<file path="src/tseg_pkg.sv">
// package: register map, field positions and reset values of the event generator
package tseg_pkg;
    // byte offsets on the register bus
    localparam logic [7:0] OFF_CTRL     = 8'h00; // counter control
    localparam logic [7:0] OFF_FLAGS    = 8'h10; // timer_flags
    localparam logic [7:0] OFF_EVGEN    = 8'h14; // event_generation
    localparam logic [7:0] OFF_CMODE_A  = 8'h18; // channel_mode_a
    localparam logic [7:0] OFF_CMODE_B  = 8'h1c; // channel 3/4 mode
    localparam logic [7:0] OFF_COUNT    = 8'h24; // counter value
    localparam logic [7:0] OFF_PRESC    = 8'h28; // prescaler divide value
    localparam logic [7:0] OFF_RELOAD   = 8'h2c; // auto-reload value
    localparam logic [7:0] OFF_CCR1     = 8'h34; // chan1 capture/compare value
    localparam logic [7:0] OFF_IRQ_STAT = 8'h50; // sticky events, read clears
    localparam logic [7:0] OFF_IRQ_MASK = 8'h54; // interrupt mask
    localparam int         NUM_CHAN     = 4;     // capture/compare channels
    // event_generation and timer_flags low bit positions
    localparam int EV_UPDATE  = 0;  // update_event_gen / update_flag
    localparam int EV_CHAN1   = 1;  // chan1_event_gen / chan1_event_flag
    localparam int EV_TRIGGER = 6;  // trigger_event_gen / trigger_flag
    localparam int FL_OVCAP1  = 9;  // chan1_overcapture_flag
    localparam int EV_W       = 7;  // width of event field
    localparam int FL_W       = 13; // width of timer_flags
    localparam logic [EV_W-1:0] EV_MASK  = 7'h5f; // writable event bits
    localparam logic [FL_W-1:0] FL_MASK  = 13'h1e5f; // implemented flags
    // control register fields
    localparam int CTRL_RUN   = 0;  // counter enable
    localparam int CTRL_DOWN  = 1;  // count down when not center-aligned
    localparam int CTRL_CMS_L = 2;  // center-aligned mode, low bit
    localparam int CTRL_CMS_H = 3;  // center-aligned mode, high bit
    localparam int CTRL_W     = 4;  // control width
    // channel mode layout: selection per channel, output-compare fields
    localparam int CM_SEL_LO  = 0;  // first channel selection field
    localparam int CM_SEL_HI  = 8;  // second channel selection field
    localparam int CM_B_PE    = 11; // out_cmp_b_preload_en
    localparam int CM_B_MODE  = 12; // out_cmp_b_mode, 3 bits
    localparam int CM_B_CE    = 15; // out_cmp_b_clear_en
    localparam int CM_W       = 16; // implemented width
    localparam logic [15:0] RST_16 = 16'h0000; // reset of 16-bit registers
endpackage : tseg_pkg
</file>
<file path="src/tseg_avmm_slave.sv">
// module: avalon-mm slave front end with one wait cycle per access
`timescale 1ns/1ps
`default_nettype none
module tseg_avmm_slave (
    input  wire logic        clk_i,         // system clock
    input  wire logic        rst_b_i,       // sync reset, active low
    input  wire logic        read_i,        // avalon read
    input  wire logic        write_i,       // avalon write
    input  wire logic [31:0] rdata_i,       // read mux from register file
    output logic             waitrequest_o, // avalon waitrequest
    output logic [31:0]      readdata_o,    // avalon readdata
    output logic             wr_stb_o,      // write takes effect this cycle
    output logic             rd_stb_o       // read completes this cycle
);
    logic wait_ff; // high except in the answer cycle

    // first request cycle waits, the next one answers
    always_ff @(posedge clk_i) begin
        if (!rst_b_i) begin
            wait_ff <= 1'b1;
        end else begin
            wait_ff <= !((read_i || write_i) && wait_ff);
        end
    end

    // read data captured in the waiting cycle, stands in the answer cycle
    always_ff @(posedge clk_i) begin
        if (!rst_b_i) begin
            readdata_o <= 32'h0000_0000;
        end else if (read_i && wait_ff) begin
            readdata_o <= rdata_i;
        end
    end

    assign waitrequest_o = wait_ff;
    assign wr_stb_o      = write_i && !wait_ff;
    assign rd_stb_o      = read_i && !wait_ff;
endmodule : tseg_avmm_slave
`default_nettype wire

</file>
<file path="src/tseg_counter.sv">
// module: 16-bit counter with prescaler, up, down and center-aligned
`timescale 1ns/1ps
`default_nettype none
module tseg_counter (
    input  wire logic        clk_i,    // system clock
    input  wire logic        rst_b_i,  // sync reset, active low
    input  wire logic        run_i,    // counting enabled
    input  wire logic        down_i,   // down counting
    input  wire logic        center_i, // center-aligned counting
    input  wire logic [15:0] presc_i,  // prescaler divide minus one
    input  wire logic [15:0] reload_i, // auto-reload value
    input  wire logic        force_i,  // software update event
    output logic [15:0]      count_o,  // counter value
    output logic             tick_o,   // counter advances this cycle
    output logic             wrap_o    // overflow or underflow this cycle
);
    logic [15:0] psc_ff;  // prescaler counter
    logic [15:0] cnt_ff;  // main counter
    logic        fall_ff; // center-aligned phase, counting down

    assign tick_o  = run_i && (psc_ff == presc_i);
    assign count_o = cnt_ff;
    assign wrap_o  = tick_o && (center_i ? ((!fall_ff && cnt_ff >= reload_i)
                                          || (fall_ff && cnt_ff == tseg_pkg::RST_16))
                              : (down_i ? (cnt_ff == tseg_pkg::RST_16)
                                        : (cnt_ff >= reload_i)));

    // prescaler: cleared together with the counter on a forced update
    always_ff @(posedge clk_i) begin
        if (!rst_b_i) begin
            psc_ff <= tseg_pkg::RST_16;
        end else if (force_i) begin
            psc_ff <= tseg_pkg::RST_16;
        end else if (run_i) begin
            psc_ff <= tick_o ? tseg_pkg::RST_16 : psc_ff + 16'h0001;
        end
    end

    // counter: forced update reinitialises, else counts on each tick
    always_ff @(posedge clk_i) begin
        if (!rst_b_i) begin
            cnt_ff  <= tseg_pkg::RST_16;
            fall_ff <= 1'b0;
        end else if (force_i) begin
            // down counting reloads, up or center clears
            cnt_ff  <= (down_i && !center_i) ? reload_i : tseg_pkg::RST_16;
            fall_ff <= 1'b0;
        end else if (tick_o) begin
            if (center_i) begin
                if (!fall_ff) begin // rising half
                    if (cnt_ff >= reload_i) begin
                        cnt_ff  <= cnt_ff - 16'h0001;
                        fall_ff <= 1'b1;
                    end else begin
                        cnt_ff <= cnt_ff + 16'h0001;
                    end
                end else if (cnt_ff == tseg_pkg::RST_16) begin // bottom
                    cnt_ff  <= 16'h0001;
                    fall_ff <= 1'b0;
                end else begin
                    cnt_ff <= cnt_ff - 16'h0001;
                end
            end else if (down_i) begin
                cnt_ff <= (cnt_ff == tseg_pkg::RST_16) ? reload_i : cnt_ff - 16'h0001;
            end else begin
                cnt_ff <= (cnt_ff >= reload_i) ? tseg_pkg::RST_16 : cnt_ff + 16'h0001;
            end
        end
    end
endmodule : tseg_counter
`default_nettype wire

</file>
<file path="src/tseg_event_gen.sv">
// module: timer with software event generation, flags and register file
//
// Contract
// - trigger command sets trigger flag, may interrupt
// - trigger command bit clears itself
// - chan1 command sets chan1 flag, may interrupt
// - chan1 command bit clears itself
// - forced chan1 event in input mode captures counter
// - forced capture over set flag sets overcapture
// - channels 2 to 4 behave like channel 1
// - update clears counter, or reloads when down
// - update clears prescaler; update bit clears itself
// - mode register holds channel 2 compare fields
// - update flag set on every update, cleared by zero
`timescale 1ns/1ps
`default_nettype none
module tseg_event_gen (
    input  wire logic        clk_i,          // system clock, 50 MHz
    input  wire logic        rst_b_i,        // sync reset, active low
    input  wire logic [7:0]  address_i,      // avalon byte address
    input  wire logic        read_i,         // avalon read
    input  wire logic        write_i,        // avalon write
    input  wire logic [31:0] writedata_i,    // avalon write data
    input  wire logic [3:0]  byteenable_i,   // avalon byte enables
    output logic [31:0]      readdata_o,     // avalon read data
    output logic             waitrequest_o,  // avalon waitrequest
    output logic             irq_o           // level interrupt
);
    localparam int NC = tseg_pkg::NUM_CHAN; // channel count

    // merge write data into a register under the byte enables
    function automatic logic [31:0] be_merge(input logic [31:0] old,
                                             input logic [31:0] wd,
                                             input logic [3:0]  be);
        logic [31:0] res;
        res = old;
        for (int b = 0; b < 4; b++) begin
            if (be[b]) begin
                res[b*8 +: 8] = wd[b*8 +: 8];
            end
        end
        return res;
    endfunction : be_merge

    // a channel is an input when its selection field is nonzero
    function automatic logic chan_is_input(input logic [1:0] sel);
        return sel != 2'h0;
    endfunction : chan_is_input

    // bus front end signals
    logic        wr_stb;   // write accepted this cycle
    logic        rd_stb;   // read accepted this cycle
    logic [31:0] rd_mux;   // read data selected by address
    logic [31:0] wd_be;    // write data gated by byte enables

    // software-visible state
    logic [tseg_pkg::CTRL_W-1:0] ctrl_ff;      // counter control
    logic [15:0]                 presc_ff;     // prescaler value
    logic [15:0]                 reload_ff;    // auto-reload value
    logic [tseg_pkg::CM_W-1:0]   cmode_a_ff;   // channel_mode_a
    logic [tseg_pkg::CM_W-1:0]   cmode_b_ff;   // channel 3/4 mode
    logic [15:0]                 ccr_ff [NC];  // capture/compare values
    logic [tseg_pkg::FL_W-1:0]   flags_ff;     // timer_flags
    logic [tseg_pkg::FL_W-1:0]   nxt_flags;    // next timer_flags
    logic [tseg_pkg::EV_W-1:0]   evgen_ff;     // command bits, one cycle
    logic [tseg_pkg::EV_W-1:0]   irq_stat_ff;  // sticky interrupt status
    logic [tseg_pkg::EV_W-1:0]   irq_mask_ff;  // interrupt mask
    logic                        irq_ff;       // interrupt output register

    // counter outputs and derived events
    logic [15:0]                 count;        // counter value
    logic                        tick;         // counter advances
    logic                        wrap;         // over/underflow
    logic                        upd_evt;      // any update event
    logic [NC-1:0]               chan_in;      // channel in input mode
    logic [NC-1:0]               chan_evt;     // channel event this cycle
    logic [NC-1:0]               chan_cap;     // capture this cycle
    logic [tseg_pkg::EV_W-1:0]   ev_now;       // events in status layout

    // avalon slave with one wait cycle
    tseg_avmm_slave u_slave (
        .clk_i         (clk_i),
        .rst_b_i       (rst_b_i),
        .read_i        (read_i),
        .write_i       (write_i),
        .rdata_i       (rd_mux),
        .waitrequest_o (waitrequest_o),
        .readdata_o    (readdata_o),
        .wr_stb_o      (wr_stb),
        .rd_stb_o      (rd_stb)
    );

    // counter and prescaler
    tseg_counter u_counter (
        .clk_i    (clk_i),
        .rst_b_i  (rst_b_i),
        .run_i    (ctrl_ff[tseg_pkg::CTRL_RUN]),
        .down_i   (ctrl_ff[tseg_pkg::CTRL_DOWN]),
        .center_i (|ctrl_ff[tseg_pkg::CTRL_CMS_H:tseg_pkg::CTRL_CMS_L]),
        .presc_i  (presc_ff),
        .reload_i (reload_ff),
        .force_i  (evgen_ff[tseg_pkg::EV_UPDATE]),
        .count_o  (count),
        .tick_o   (tick),
        .wrap_o   (wrap)
    );

    assign wd_be = be_merge(32'h0000_0000, writedata_i, byteenable_i);

    // channel modes: first two in channel_mode_a, rest in the second one
    assign chan_in[0] = chan_is_input(cmode_a_ff[tseg_pkg::CM_SEL_LO +: 2]);
    assign chan_in[1] = chan_is_input(cmode_a_ff[tseg_pkg::CM_SEL_HI +: 2]);
    assign chan_in[2] = chan_is_input(cmode_b_ff[tseg_pkg::CM_SEL_LO +: 2]);
    assign chan_in[3] = chan_is_input(cmode_b_ff[tseg_pkg::CM_SEL_HI +: 2]);

    // update event from overflow or underflow or from the command bit
    assign upd_evt = wrap || evgen_ff[tseg_pkg::EV_UPDATE];

    // channel events: software command, or compare match in output mode
    always_comb begin
        for (int c = 0; c < NC; c++) begin
            chan_evt[c] = evgen_ff[tseg_pkg::EV_CHAN1 + c]
                        || (!chan_in[c] && tick && count == ccr_ff[c]);
            chan_cap[c] = evgen_ff[tseg_pkg::EV_CHAN1 + c] && chan_in[c];
        end
    end

    // events gathered in the status layout
    always_comb begin
        ev_now                         = '0;
        ev_now[tseg_pkg::EV_UPDATE]    = upd_evt;
        ev_now[tseg_pkg::EV_CHAN1 +: NC] = chan_evt;
        ev_now[tseg_pkg::EV_TRIGGER]   = evgen_ff[tseg_pkg::EV_TRIGGER];
    end

    // command register: written ones live one cycle, zeros do nothing
    always_ff @(posedge clk_i) begin
        if (!rst_b_i) begin
            evgen_ff <= '0;
        end else if (wr_stb && address_i == tseg_pkg::OFF_EVGEN) begin
            evgen_ff <= wd_be[tseg_pkg::EV_W-1:0] & tseg_pkg::EV_MASK;
        end else begin
            evgen_ff <= '0;
        end
    end

    // control and value registers
    always_ff @(posedge clk_i) begin
        if (!rst_b_i) begin
            ctrl_ff   <= '0;
            presc_ff  <= tseg_pkg::RST_16;
            reload_ff <= tseg_pkg::RST_16;
        end else if (wr_stb) begin
            case (address_i)
                tseg_pkg::OFF_CTRL: begin // run, direction, center mode
                    ctrl_ff <= tseg_pkg::CTRL_W'(be_merge({28'h0000000, ctrl_ff}, writedata_i,
                                        byteenable_i));
                end
                tseg_pkg::OFF_PRESC: begin // prescaler divide
                    presc_ff <= 16'(be_merge({16'h0000, presc_ff}, writedata_i,
                                         byteenable_i));
                end
                tseg_pkg::OFF_RELOAD: begin // auto-reload
                    reload_ff <= 16'(be_merge({16'h0000, reload_ff}, writedata_i,
                                          byteenable_i));
                end
                default: begin // other addresses leave these alone
                end
            endcase
        end
    end

    // channel mode registers, compare fields of the second channel included
    always_ff @(posedge clk_i) begin
        if (!rst_b_i) begin
            cmode_a_ff <= tseg_pkg::RST_16;
            cmode_b_ff <= tseg_pkg::RST_16;
        end else if (wr_stb && address_i == tseg_pkg::OFF_CMODE_A) begin
            // bits 15, 14:12 and 11 hold clear enable, mode, preload
            cmode_a_ff <= tseg_pkg::CM_W'(be_merge({16'h0000, cmode_a_ff}, writedata_i,
                                   byteenable_i));
        end else if (wr_stb && address_i == tseg_pkg::OFF_CMODE_B) begin
            cmode_b_ff <= tseg_pkg::CM_W'(be_merge({16'h0000, cmode_b_ff}, writedata_i,
                                   byteenable_i));
        end
    end

    // capture/compare values: a forced capture beats a software write
    always_ff @(posedge clk_i) begin
        if (!rst_b_i) begin
            for (int c = 0; c < NC; c++) begin
                ccr_ff[c] <= tseg_pkg::RST_16;
            end
        end else begin
            for (int c = 0; c < NC; c++) begin
                if (chan_cap[c]) begin // input mode: take the counter
                    ccr_ff[c] <= count;
                end else if (wr_stb && address_i == tseg_pkg::OFF_CCR1 + 8'(c * 4)) begin
                    ccr_ff[c] <= 16'(be_merge({16'h0000, ccr_ff[c]}, writedata_i,
                                          byteenable_i));
                end
            end
        end
    end

    // flags: writing zero clears, hardware set wins over the clear
    always_comb begin
        nxt_flags = flags_ff;
        if (wr_stb && address_i == tseg_pkg::OFF_FLAGS) begin
            nxt_flags = flags_ff & (writedata_i[tseg_pkg::FL_W-1:0]
                                    | ~tseg_pkg::FL_W'(be_merge(32'h0000_0000, 32'hffff_ffff,
                                                byteenable_i)));
        end
        // set by events, same layout for the low bits
        nxt_flags[tseg_pkg::EV_W-1:0] = nxt_flags[tseg_pkg::EV_W-1:0] | ev_now;
        for (int c = 0; c < NC; c++) begin
            // capture while the channel flag is already up
            if (chan_cap[c] && flags_ff[tseg_pkg::EV_CHAN1 + c]) begin
                nxt_flags[tseg_pkg::FL_OVCAP1 + c] = 1'b1;
            end
        end
        nxt_flags = nxt_flags & tseg_pkg::FL_MASK;
    end

    // flag register
    always_ff @(posedge clk_i) begin
        if (!rst_b_i) begin
            flags_ff <= '0;
        end else begin
            flags_ff <= nxt_flags;
        end
    end

    // sticky interrupt status: read clears what was returned, events win
    always_ff @(posedge clk_i) begin
        if (!rst_b_i) begin
            irq_stat_ff <= '0;
        end else if (rd_stb && address_i == tseg_pkg::OFF_IRQ_STAT) begin
            irq_stat_ff <= (irq_stat_ff & ~readdata_o[tseg_pkg::EV_W-1:0]) | ev_now;
        end else begin
            irq_stat_ff <= irq_stat_ff | ev_now;
        end
    end

    // interrupt mask, same layout; a one blocks
    always_ff @(posedge clk_i) begin
        if (!rst_b_i) begin
            irq_mask_ff <= '0;
        end else if (wr_stb && address_i == tseg_pkg::OFF_IRQ_MASK) begin
            irq_mask_ff <= tseg_pkg::EV_W'(be_merge({25'h0000000, irq_mask_ff}, writedata_i,
                                    byteenable_i))
                           & tseg_pkg::EV_MASK;
        end
    end

    // level interrupt while an unmasked status bit is set
    always_ff @(posedge clk_i) begin
        if (!rst_b_i) begin
            irq_ff <= 1'b0;
        end else begin
            irq_ff <= |(irq_stat_ff & ~irq_mask_ff);
        end
    end
    assign irq_o = irq_ff;

    // read mux; command register and unmapped addresses read zero
    always_comb begin
        rd_mux = 32'h0000_0000;
        case (address_i)
            tseg_pkg::OFF_CTRL:     rd_mux[tseg_pkg::CTRL_W-1:0] = ctrl_ff;
            tseg_pkg::OFF_FLAGS:    rd_mux[tseg_pkg::FL_W-1:0]   = flags_ff;
            tseg_pkg::OFF_CMODE_A:  rd_mux[tseg_pkg::CM_W-1:0]   = cmode_a_ff;
            tseg_pkg::OFF_CMODE_B:  rd_mux[tseg_pkg::CM_W-1:0]   = cmode_b_ff;
            tseg_pkg::OFF_COUNT:    rd_mux[15:0]                 = count;
            tseg_pkg::OFF_PRESC:    rd_mux[15:0]                 = presc_ff;
            tseg_pkg::OFF_RELOAD:   rd_mux[15:0]                 = reload_ff;
            tseg_pkg::OFF_IRQ_STAT: rd_mux[tseg_pkg::EV_W-1:0]   = irq_stat_ff;
            tseg_pkg::OFF_IRQ_MASK: rd_mux[tseg_pkg::EV_W-1:0]   = irq_mask_ff;
            default: begin
                for (int c = 0; c < NC; c++) begin
                    if (address_i == tseg_pkg::OFF_CCR1 + 8'(c * 4)) begin
                        rd_mux[15:0] = ccr_ff[c];
                    end
                end
            end
        endcase
    end
endmodule : tseg_event_gen
`default_nettype wire

</file>
<file path="config.mk">
export PLATFORM = sky130hd
export DESIGN_NAME = tseg_event_gen
export DESIGN_NICKNAME = d
export VERILOG_FILES = /design/src/tseg_pkg.sv /design/src/tseg_avmm_slave.sv /design/src/tseg_counter.sv /design/src/tseg_event_gen.sv
export SDC_FILE = /design/constraint.sdc
export NUM_CORES = 1
export LEC_CHECK = 0
export BUFFER_PORTS_ARGS = -buffer_cell sky130_fd_sc_hd__buf_2
export CORE_UTILIZATION = 55
export CTS_CLUSTER_SIZE = 25
export DETAILED_ROUTE_END_ITERATION = 16
export PLACE_DENSITY_LB_ADDON = 0.1
export SYNTH_ARGS = -nofsm -noshare
export SYNTH_HDL_FRONTEND = slang
export SYNTH_SLANG_ARGS = --single-unit
</file>
<file path="constraint.sdc">
create_clock -name clk_i -period 2.65 [get_ports clk_i]
set_input_delay 0.3975 -clock clk_i [delete_from_list [all_inputs] [get_ports clk_i]]
set_output_delay 0.3975 -clock clk_i [all_outputs]
set_load 0.05 [all_outputs]
</file>
# ---- Word-level counts from Yosys, hierarchy flattened
# Memory sizes are Yosys's and may differ from the RTL's.
# Index checks and enable logic that the tools add are counted.
dict set report op_classes {
  n_eq_ne 18
  n_bitwise 20
  add_sub_neg 3
  reduce_logical 78
  magnitude_cmp 1
  n_mux 103
}
# op count
set op_table {}
lappend op_table {{2-to-1 mux 16 bit} 23}
lappend op_table {{2-to-1 mux 8 bit} 34}
lappend op_table {{equality test 16 bit} 5}
lappend op_table {{equality test 8 x 6 -> 1 bit, second input constant} 6}
lappend op_table {{case mux 6 bit (7 select lines)} 1}
lappend op_table {{2-to-1 mux 1 bit} 38}
lappend op_table {{case mux 4 bit (9 select lines)} 1}
lappend op_table {{logical AND 1 bit} 35}
lappend op_table {{adder 16 x 1 -> 16 bit, second input constant} 2}
lappend op_table {{equality test 8 x 5 -> 1 bit, second input constant} 4}
lappend op_table {{case mux 3 bit (9 select lines)} 1}
lappend op_table {{equality test 8 x 7 -> 1 bit, second input constant} 3}
lappend op_table {{AND reduction 3 bit} 8}
lappend op_table {{OR 7 bit} 3}
lappend op_table {{case mux 3 bit (6 select lines)} 1}
lappend op_table {{nonzero test 2 bit} 9}
lappend op_table {{>= comparator 16 bit} 1}
lappend op_table {{logical NOT 16 bit} 1}
lappend op_table {{subtractor 16 x 1 -> 16 bit, second input constant} 1}
lappend op_table {{bitwise AND 7 bit} 2}
lappend op_table {{inverter 7 bit} 2}
lappend op_table {{bitwise AND 13 bit} 1}
lappend op_table {{2-to-1 mux 13 bit} 1}
lappend op_table {{inverter 13 bit} 1}
lappend op_table {{13 further kinds} 39}
dict set report word_totals {
  elab_cells 248
  mem_bits_rw 64
  out_inout_bits 34
  ff_bits 151
  n_memories 1
  in_bits 48
}
# name words word_bits read_ports rd_clocked_by_memory_dff write_ports line
set memory_table {}
lappend memory_table {ccr_ff 4 16 4 0 4 tseg_event_gen.sv:62} ;# logic [15:0] ccr_ff [NC];

# ---- Longest topological paths before layout
# Gate-level depths: netlist of run 1.
dict set report depth {
  word_depth 9
  ltp_mapped 13
}

# ---- Cells and area by module
# A second synthesis of run 1 with hierarchy kept.
dict set report unflattened {
  cells_unflattened 1515
  hier_area_um2 13380.3
}
# mod cells_each area_per_inst_um2 n_inst
set by_module_without_submodules {}
lappend by_module_without_submodules {tseg_event_gen 935 8748.4 1}
lappend by_module_without_submodules {tseg_counter 429 3204.3 1}
lappend by_module_without_submodules {tseg_avmm_slave 151 1427.6 1}

# ---- Worst setup path before layout of run 1
# No wires, ideal clock.
dict set report synth_timing {
  path_type {register to register}
  from {register u_counter.cnt_ff[0], in the netlist u_counter.count_o[0]}
  to {register u_counter.cnt_ff[7], in the netlist u_counter.count_o[7]}
  setup_slack_ps -147
  arrival_time_ps 2681
  path_stages_with_launch 14
  path_buffers 3
  setup_time_ps 115
  synth_period_minus_slack_ps 2797
  path_cell_list {dfxtp_1 clkbuf_1 clkbuf_1 inv_1 ha_1 nor2b_1 o21ai_0 a21oi_1 o21ai_1 clkbuf_1 a21o_1 a221oi_1 o211ai_1 and3_1}
}
dict set report synth_via {
  elab_chain_cells 6
  elab_cells_between_ends 13
}
# element line
set synth_rtl {}
lappend synth_rtl {{start: declaration} tseg_counter.sv:18} ;# logic [15:0] cnt_ff;
lappend synth_rtl {{start signal: assignment} tseg_counter.sv:42} ;# cnt_ff <= tseg_pkg::RST_16;
lappend synth_rtl {{start signal: assignment} tseg_counter.sv:46} ;# cnt_ff <= (down_i && !center_i) ? reload_i : tseg_pkg::RST_16;
lappend synth_rtl {{start signal: assignment} tseg_counter.sv:52} ;# cnt_ff <= cnt_ff - 16'h0001;
lappend synth_rtl {{adder 16 x 1 -> 16 bit, or another cell as far along} {tseg_counter.sv:55, tseg_counter.sv:66}}
lappend synth_rtl {{2-to-1 mux 16 bit, on equally long branches} n/a}
lappend synth_rtl {{2-to-1 mux 16 bit, on equally long branches} {tseg_counter.sv:63, tseg_counter.sv:50}}
lappend synth_rtl {{2-to-1 mux 16 bit *} tseg_counter.sv:49} ;# if (center_i) begin
lappend synth_rtl {{2-to-1 mux 16 bit *} tseg_counter.sv:48} ;# end else if (tick_o) begin
lappend synth_rtl {{2-to-1 mux 16 bit *} tseg_counter.sv:44} ;# end else if (force_i) begin
# Every way passes the cells marked *; elsewhere a longest branch is shown, timed or not. The select of a mux whose other input is x is not followed.
# A chain may end at the register's enable or synchronous reset.

# ---- Worst setup path in the final report of run 1
dict set report layout_timing {
  from {register reload_ff[9]}
  to {register u_counter.cnt_ff[13], in the netlist u_counter.count_o[13]}
}
dict set report layout_via {
  elab_chain_cells 6
  elab_cells_between_ends 8
}
# element line
set layout_rtl {}
lappend layout_rtl {{start: declaration} tseg_event_gen.sv:59} ;# logic [15:0] reload_ff;
lappend layout_rtl {{start signal: assignment} tseg_event_gen.sv:152} ;# reload_ff <= tseg_pkg::RST_16;
lappend layout_rtl {{start signal: assignment} tseg_event_gen.sv:164} ;# reload_ff <= 16'(be_merge({16'h0000, reload_ff}, writedata_i,
lappend layout_rtl {{>= comparator 16 bit *} {tseg_counter.sv:51, tseg_counter.sv:66}}
lappend layout_rtl {{2-to-1 mux 16 bit, on equally long branches} {tseg_counter.sv:66, tseg_counter.sv:51}}
lappend layout_rtl {{2-to-1 mux 16 bit, on equally long branches} {tseg_counter.sv:63, tseg_counter.sv:50}}
lappend layout_rtl {{2-to-1 mux 16 bit *} tseg_counter.sv:49}
lappend layout_rtl {{2-to-1 mux 16 bit *} tseg_counter.sv:48}
lappend layout_rtl {{2-to-1 mux 16 bit *} tseg_counter.sv:44}
lappend layout_rtl {{end signal: assignment} tseg_counter.sv:46}
lappend layout_rtl {{end signal: assignment} tseg_counter.sv:52}
lappend layout_rtl {{end signal: assignment} tseg_counter.sv:64} ;# cnt_ff <= (cnt_ff == tseg_pkg::RST_16) ? reload_i : cnt_ff - 16'h0001;
# Marks and branches as above.

==> qor.yml, run 1 <==
run_status:
  status: "finished with violations"
  violations: "design-rule violations"
die:
  core-area_mm2: 0.02102
  die_area_mm2: 0.02202
  dieWidth_um: 148.4
  io_pins: 82
  placementRows: 53
  die_height_um: 148.4
  start_util: 0.5606
critical_path:
  reg2reg_depth: 10
  cp.arrival_ns: 2.93
  critPathBufInv: 1
  startpoint_type: "register"
  worstPathCellList: "inv_1, ha_1, a21o_1, a221o_1, a21oi_4, o21a_1, nand2_1, nand3_1, o2111ai_1, and3_1"
  cp.depth: 10
  cpLargestDelayFamily: "compound AO/OA/AOI/OAI gates"
  worst-setup-path-type: "register to register"
  worst-r2r-setup-slack_ns: 0.14
  slowest_delay_ns: 0.35
  cp_max_fo: 6
  slowest_stage: "a221o_1"
  rr_startpoint: "reload_ff[9]"
  cp.required_ns: 3.07
  r2r-end: "u_counter.count_o[13]"
  critPathCaptureType: "register"
finish:
  stdcell_count: 1737
  layout_common_cells: "193 x nand2_1, 148 x dfxtp_1, 130 x a21oi_1, 98 x buf_4, 84 x xor2_1"
  antenna_cells: 0
  final_common_cell: "nand2_1"
  drive_gt1_frac: 0.1464
  area_growth_pct: 15.06
  fin_nets: 1512
placed_design:
  dp_hpwl_um: 29090
  pre_cts_slack_ns: 0.01603
  gp_congestion: 0.9964
  dp.cells: 1693
  port_buffers: 47
logic_synthesis:
  synth_top_area_frac: 0.2514
  ys_top_cells_by_area: "dfxtp_1 25%, edfxtp_1 16%, xor2_1 6.2%"
  syn_inst: 1384
  ys_seq_area_frac: 0.4145
  ys_warn_count: 0
  yosysUniqueCellTypes: 68
  synth-edff-count: 64
  synthesis.area_mm2: 0.01179
  synth_area_per_cell_um2: 8.515
  ys_async_sr_fraction: 0
  synth_flop_cell: "dfxtp_1"
  yosysTopAreaCell: "dfxtp_1"
  ys_ff_latch: 212
routing:
  drtIter0Drc: 1133
  drcViolationCount: 2
  drt_pre_antenna_iters: 14
  drt_wl_total_um: 40280
  ant_nets: 0
  vias: 11190
  viasPerCell: 6.442
  detail_route.wl_per_cell_um: 23.19
timing:
  holdWs_ns: 0.08460
  rsz0062_at_grt: "false"
  hold_viol: 0
  worst_slack_ns: 0.1363
  slew_headroom: 0.3197
  period_share: 0.9486
  setup_violations: 0
  setup_tns_ns: 0
  finalCriticalPeriod_ns: 2.514
  timing_worst_slew_pin_value_ns: 1.017
  clock_skew_ns: 0.01197
  timing.fmax_mhz: 397.8
  slew_violations: 0
global_routing:
  antenna_found_initial: 0
  grt_pass1_wl_um: 60940
  grt_pass1_vias: 10260
  grt_start_max_net_pins: 42
  grt_use_total: 0.3660
  grt_overflow: 0
cts:
  cts_root_buf: "clkbuf_16"
  clkTransAtPathRegs_ns: 0.06
  clk_latency_ns: 0.52
  ctsHoldBuffers: 0
  htree_levels: 1
  clockBufferDepth: 3
  clock_sinks: 212
  cts_buffers: 24
  cts_tree: "done"
  post_cts_buffers: 0
pwr:
  seqPwrFrac: 0.462
  p_comb_frac: 0.059
  p_int_mw: 5.666
  switching_share: 0.2383
  p_per_area_mw_per_mm2: 548.6
  leakage_nw: 5.285
  p_sw_mw: 1.772
  vdd_ir_drop_max_mv: 0.5375
  p_clk_frac: 0.480
worst_hold_path:
  holdPathEnd: "u_slave.waitrequest_o"
  min-delay-start: "write_i"
  whs_path_depth: 2
  hold_class: "input pin to register"
run:
  maxCapViolCount: 0
==> per-stage QoR <==
step	area (µm²)	utilization	power (mW)
after floorplan	11840	-	3.787
after global placement	12680	0.6031	3.924
after detailed placement	12680	0.6031	3.927
after CTS	13540	0.6441	7.435
after global routing	13560	0.6450	7.600
final	13560	0.6450	7.438
==> repair_timing <==
action,in CTS,in global routing
pin swaps,0,1
gates resized for setup,0,4
endpoints found under the setup margin,1,15
==> final cells by class <==
| type | instances | area (µm²) |
|---|---|---|
| clock buffer | 34 | 753.2 |
| clock inverter | 10 | 110.1 |
| fill | 1815 | 7462 |
| inverter | 28 | 105.1 |
| multi-input combinational | 1029 | 6311 |
| sequential | 212 | 4885 |
| tap | 275 | 344.1 |
| timing repair buffer | 149 | 1051 |
==> metal layers <==
layer  vias to the layer above  wire length (µm)  GRT usage
li1                       5122                 -          -
met1                      5303             16560     0.5117
met2                       645             17650     0.5617
met3                       119              4325    0.06135
met4                         0              1741     0.1490
met5                         -                 0          0
==> how the worst max path moves through the flow <==
stage	start	endpoint	slack [ns]
after floorplan	u_counter.count_o[0]	u_counter.count_o[7]	0.07
after global placement	reload_ff[9]	u_counter.count_o[7]	0.05
after detailed placement	reload_ff[9]	u_counter.count_o[7]	0.02
after CTS	reload_ff[9]	u_counter.count_o[7]	-0.0005
after global routing	presc_ff[1]	u_counter.count_o[12]	0.002
final	reload_ff[9]	u_counter.count_o[13]	0.14
==> sequential cells by signal, summed over array words and instances (netlist names) <==
name	count
ccr_ff	64
cmode_a_ff	16
cmode_b_ff	16
presc_ff	16
reload_ff	16
u_counter.count_o	16
u_counter.psc_ff	16
u_slave.readdata_o	16
flags_ff	10
irq_stat_ff	7
evgen_ff	6
irq_mask_ff	6
ctrl_ff	4
irq_o	1
u_counter.fall_ff	1
u_slave.waitrequest_o	1
==> cell usage after synthesis, drive strengths merged, types with 5 or more instances <==
| cell | instances |
|---|---|
| a31oi | 16 |
| a22o | 63 |
| edfxtp | 64 |
| nor4 | 20 |
| and2 | 16 |
| o211ai | 9 |
| nor2b | 5 |
| nor2 | 86 |
| nand4 | 18 |
| a221oi | 34 |
| nand2b | 7 |
| mux2i | 7 |
| a22oi | 32 |
| o21ai | 45 |
| nand3 | 61 |
| a211oi | 5 |
| o22ai | 16 |
| or3 | 6 |
| a21oi | 132 |
| dfxtp | 148 |
| nor3 | 29 |
| buf | 31 |
| a222oi | 9 |
| clkbuf | 99 |
| ha | 20 |
| xnor2 | 32 |
| inv | 27 |
| xor2 | 84 |
| nand2 | 195 |
| and3 | 25 |
==> power groups by stage <==
stage | registers (mW) | logic, mW | clock network [mW]
2_1_floorplan | 3.55 | 0.239 | 0
3_3_place_gp | 3.50 | 0.422 | 0
3_5_place_dp | 3.50 | 0.424 | 0
4_1_cts | 3.43 | 0.425 | 3.58
5_1_grt | 3.44 | 0.453 | 3.71
6_report | 3.43 | 0.436 | 3.57
==> cells by family (layout without fill, tap and decap cells) <==
| logic type | count (synthesis) | count (layout) | synth area share |
|---|---|---|---|
| multiplexers | 7 | 7 | 0.005946 |
| adder cells (fa/ha/maj) | 20 | 20 | 0.02123 |
| AO/OA/AOI/OAI | 385 | 385 | 0.2199 |
| AND/OR/NAND/NOR | 485 | 485 | 0.1947 |
| flip-flops | 212 | 212 | 0.4145 |
| buffers and inverters | 158 | 221 | 0.05722 |
| other | 1 | 16 | 0.0003182 |
| XOR/XNOR | 116 | 116 | 0.08621 |
(Power assumes the default switching activity.)
==> run 2: changes to the inputs <==
==> constraint.sdc (replaced) <==
create_clock -name clk_i -period 2.65 [get_ports clk_i]
set_input_delay 0.6625 -clock clk_i [delete_from_list [all_inputs] [get_ports clk_i]]
set_output_delay 0.6625 -clock clk_i [all_outputs]
set_load 0.05 [all_outputs]
==> qor.yml, run 2 (synthesis gave the netlist of run 1 again) <==
run_status:
  status: "finished, final reports clean"
cts:
  clkTransAtPathRegs_ns: 0.06
  clk_latency_ns: 0.52
  htree_levels: 1
  clock_sinks: 212
  ctsHoldBuffers: 0
  post_cts_buffers: 0
  cts_tree: "done"
  cts_buffers: 24
  clockBufferDepth: 3
  cts_root_buf: "clkbuf_16"
global_routing:
  grt_overflow: 0
  grt_pass1_vias: 10430
  grt_start_max_net_pins: 31
  antenna_found_initial: 1
  grt_pass1_wl_um: 60490
  grt_use_total: 0.3646
placed_design:
  gp_congestion: 0.9473
  dp_hpwl_um: 28860
  dp.cells: 1706
  port_buffers: 47
die:
  die_height_um: 148.4
  core-area_mm2: 0.02102
  placementRows: 53
  die_area_mm2: 0.02202
  io_pins: 82
  start_util: 0.5606
  dieWidth_um: 148.4
routing:
  drt_wl_total_um: 40020
  drtIter0Drc: 1475
  viasPerCell: 6.429
  ant_nets: 0
  detail_route.wl_per_cell_um: 22.87
  drcViolationCount: 0
  vias: 11250
  drt_pre_antenna_iters: 7
critical_path:
  cp.required_ns: 3.06
  worst-setup-path-type: "register to register"
  cp.arrival_ns: 2.93
  worst-r2r-setup-slack_ns: 0.13
  cp_max_fo: 23
  critPathCaptureType: "register"
  startpoint_type: "register"
timing:
  finalCriticalPeriod_ns: 2.516
  rsz0062_at_grt: "false"
  timing.fmax_mhz: 397.5
  setup_violations: 0
  slew_violations: 0
  clock_skew_ns: 0.01225
  hold_viol: 0
  slew_headroom: 0.3089
  setup_tns_ns: 0
  timing_worst_slew_pin_value_ns: 1.033
  period_share: 0.9494
finish:
  layout_common_cells: "192 x nand2_1, 148 x dfxtp_1, 130 x a21oi_1, 107 x buf_4, 84 x xor2_1"
  area_growth_pct: 16.16
  final_common_cell: "nand2_1"
  antenna_cells: 0
  regMostFlops: "ccr_ff"
  seqCellArea_mm2: 0.004885
  stdcell_count: 1750
  fin_nets: 1525
  utilization: 0.6512
  drive_gt1_frac: 0.1573
  nFillCells: 1794
  multi_input_area_mm2: 0.006332
  largest_reg_flops: 64
pwr:
  p_per_area_mw_per_mm2: 534.6
  total_power_mw: 7.318
  vdd_ir_drop_max_mv: 0.6104
  leakage_nw: 5.331
worst_hold_path:
  hold_class: "input pin to register"
run:
  maxCapViolCount: 0
## run 2: cell types whose count changed in the layout (fill, tap and decap cells not counted), sizes merged
cell	change
buf	+13
clkinv	+1
inv	-1
## run 2: area by class of cell
type                       count  area share
clock buffer                  34     0.05265
sequential                   212      0.3568
timing repair buffer         162     0.08756
inverter                      28    0.007678
tap                          275     0.02513
multi-input combinational   1029      0.4626
clock inverter                10    0.007586
## run 2: metrics by stage
step	cell area, µm²	setup slack (ns)	hold slack [ns]
6_report	13690	0.1341	0.3565
5_1_grt	13690	0.004852	0.3522
4_1_cts	13650	0.02375	0.3545
3_5_place_dp	12820	-0.2302	0.4487
3_3_place_gp	12820	-0.2045	0.4417
2_1_floorplan	11840	0.01098	0.4244
## run 2: what timing repair did
action,in CTS,in global routing
gates cloned,0,0
resized for setup,2,10
endpoints found under the setup margin,2,13
## run 2: per-layer routing
metal,up-vias,GRT usage,routed length [µm]
met4,4,0.1675,2007
li1,5138,-,-
met5,-,0,40
met3,151,0.06258,4898
met1,5207,0.5026,15600
met2,750,0.5582,17480
## run 2: final timing paths
path                                       startpoint                     to  depth (start not counted)
worst max register to register  u_slave.waitrequest_o         cmode_b_ff[15]                          7
worst max-delay path            u_slave.waitrequest_o         cmode_b_ff[15]                          7
worst min-delay path                          write_i  u_slave.waitrequest_o                          2
worst min register to register         cmode_b_ff[10]         cmode_b_ff[10]                          2
## run 2: critical path: stages (launching register included)
cell	delay [ns]
dfxtp_1	0.35
nor2b_1	0.58
buf_4	0.27
and2_1	0.37
buf_4	0.35
nand2_1	0.26
nand2_1	0.14
a21oi_1	0.07
## run 2: report_power, final
group          total [mW]  switching [mW]  internal (mW)  leakage (nW)
clock                3.44            1.36           2.09         0.404
combinational       0.441           0.338          0.103          3.07
sequential           3.44          0.0471           3.39          1.86
total                7.32            1.74           5.58          5.33
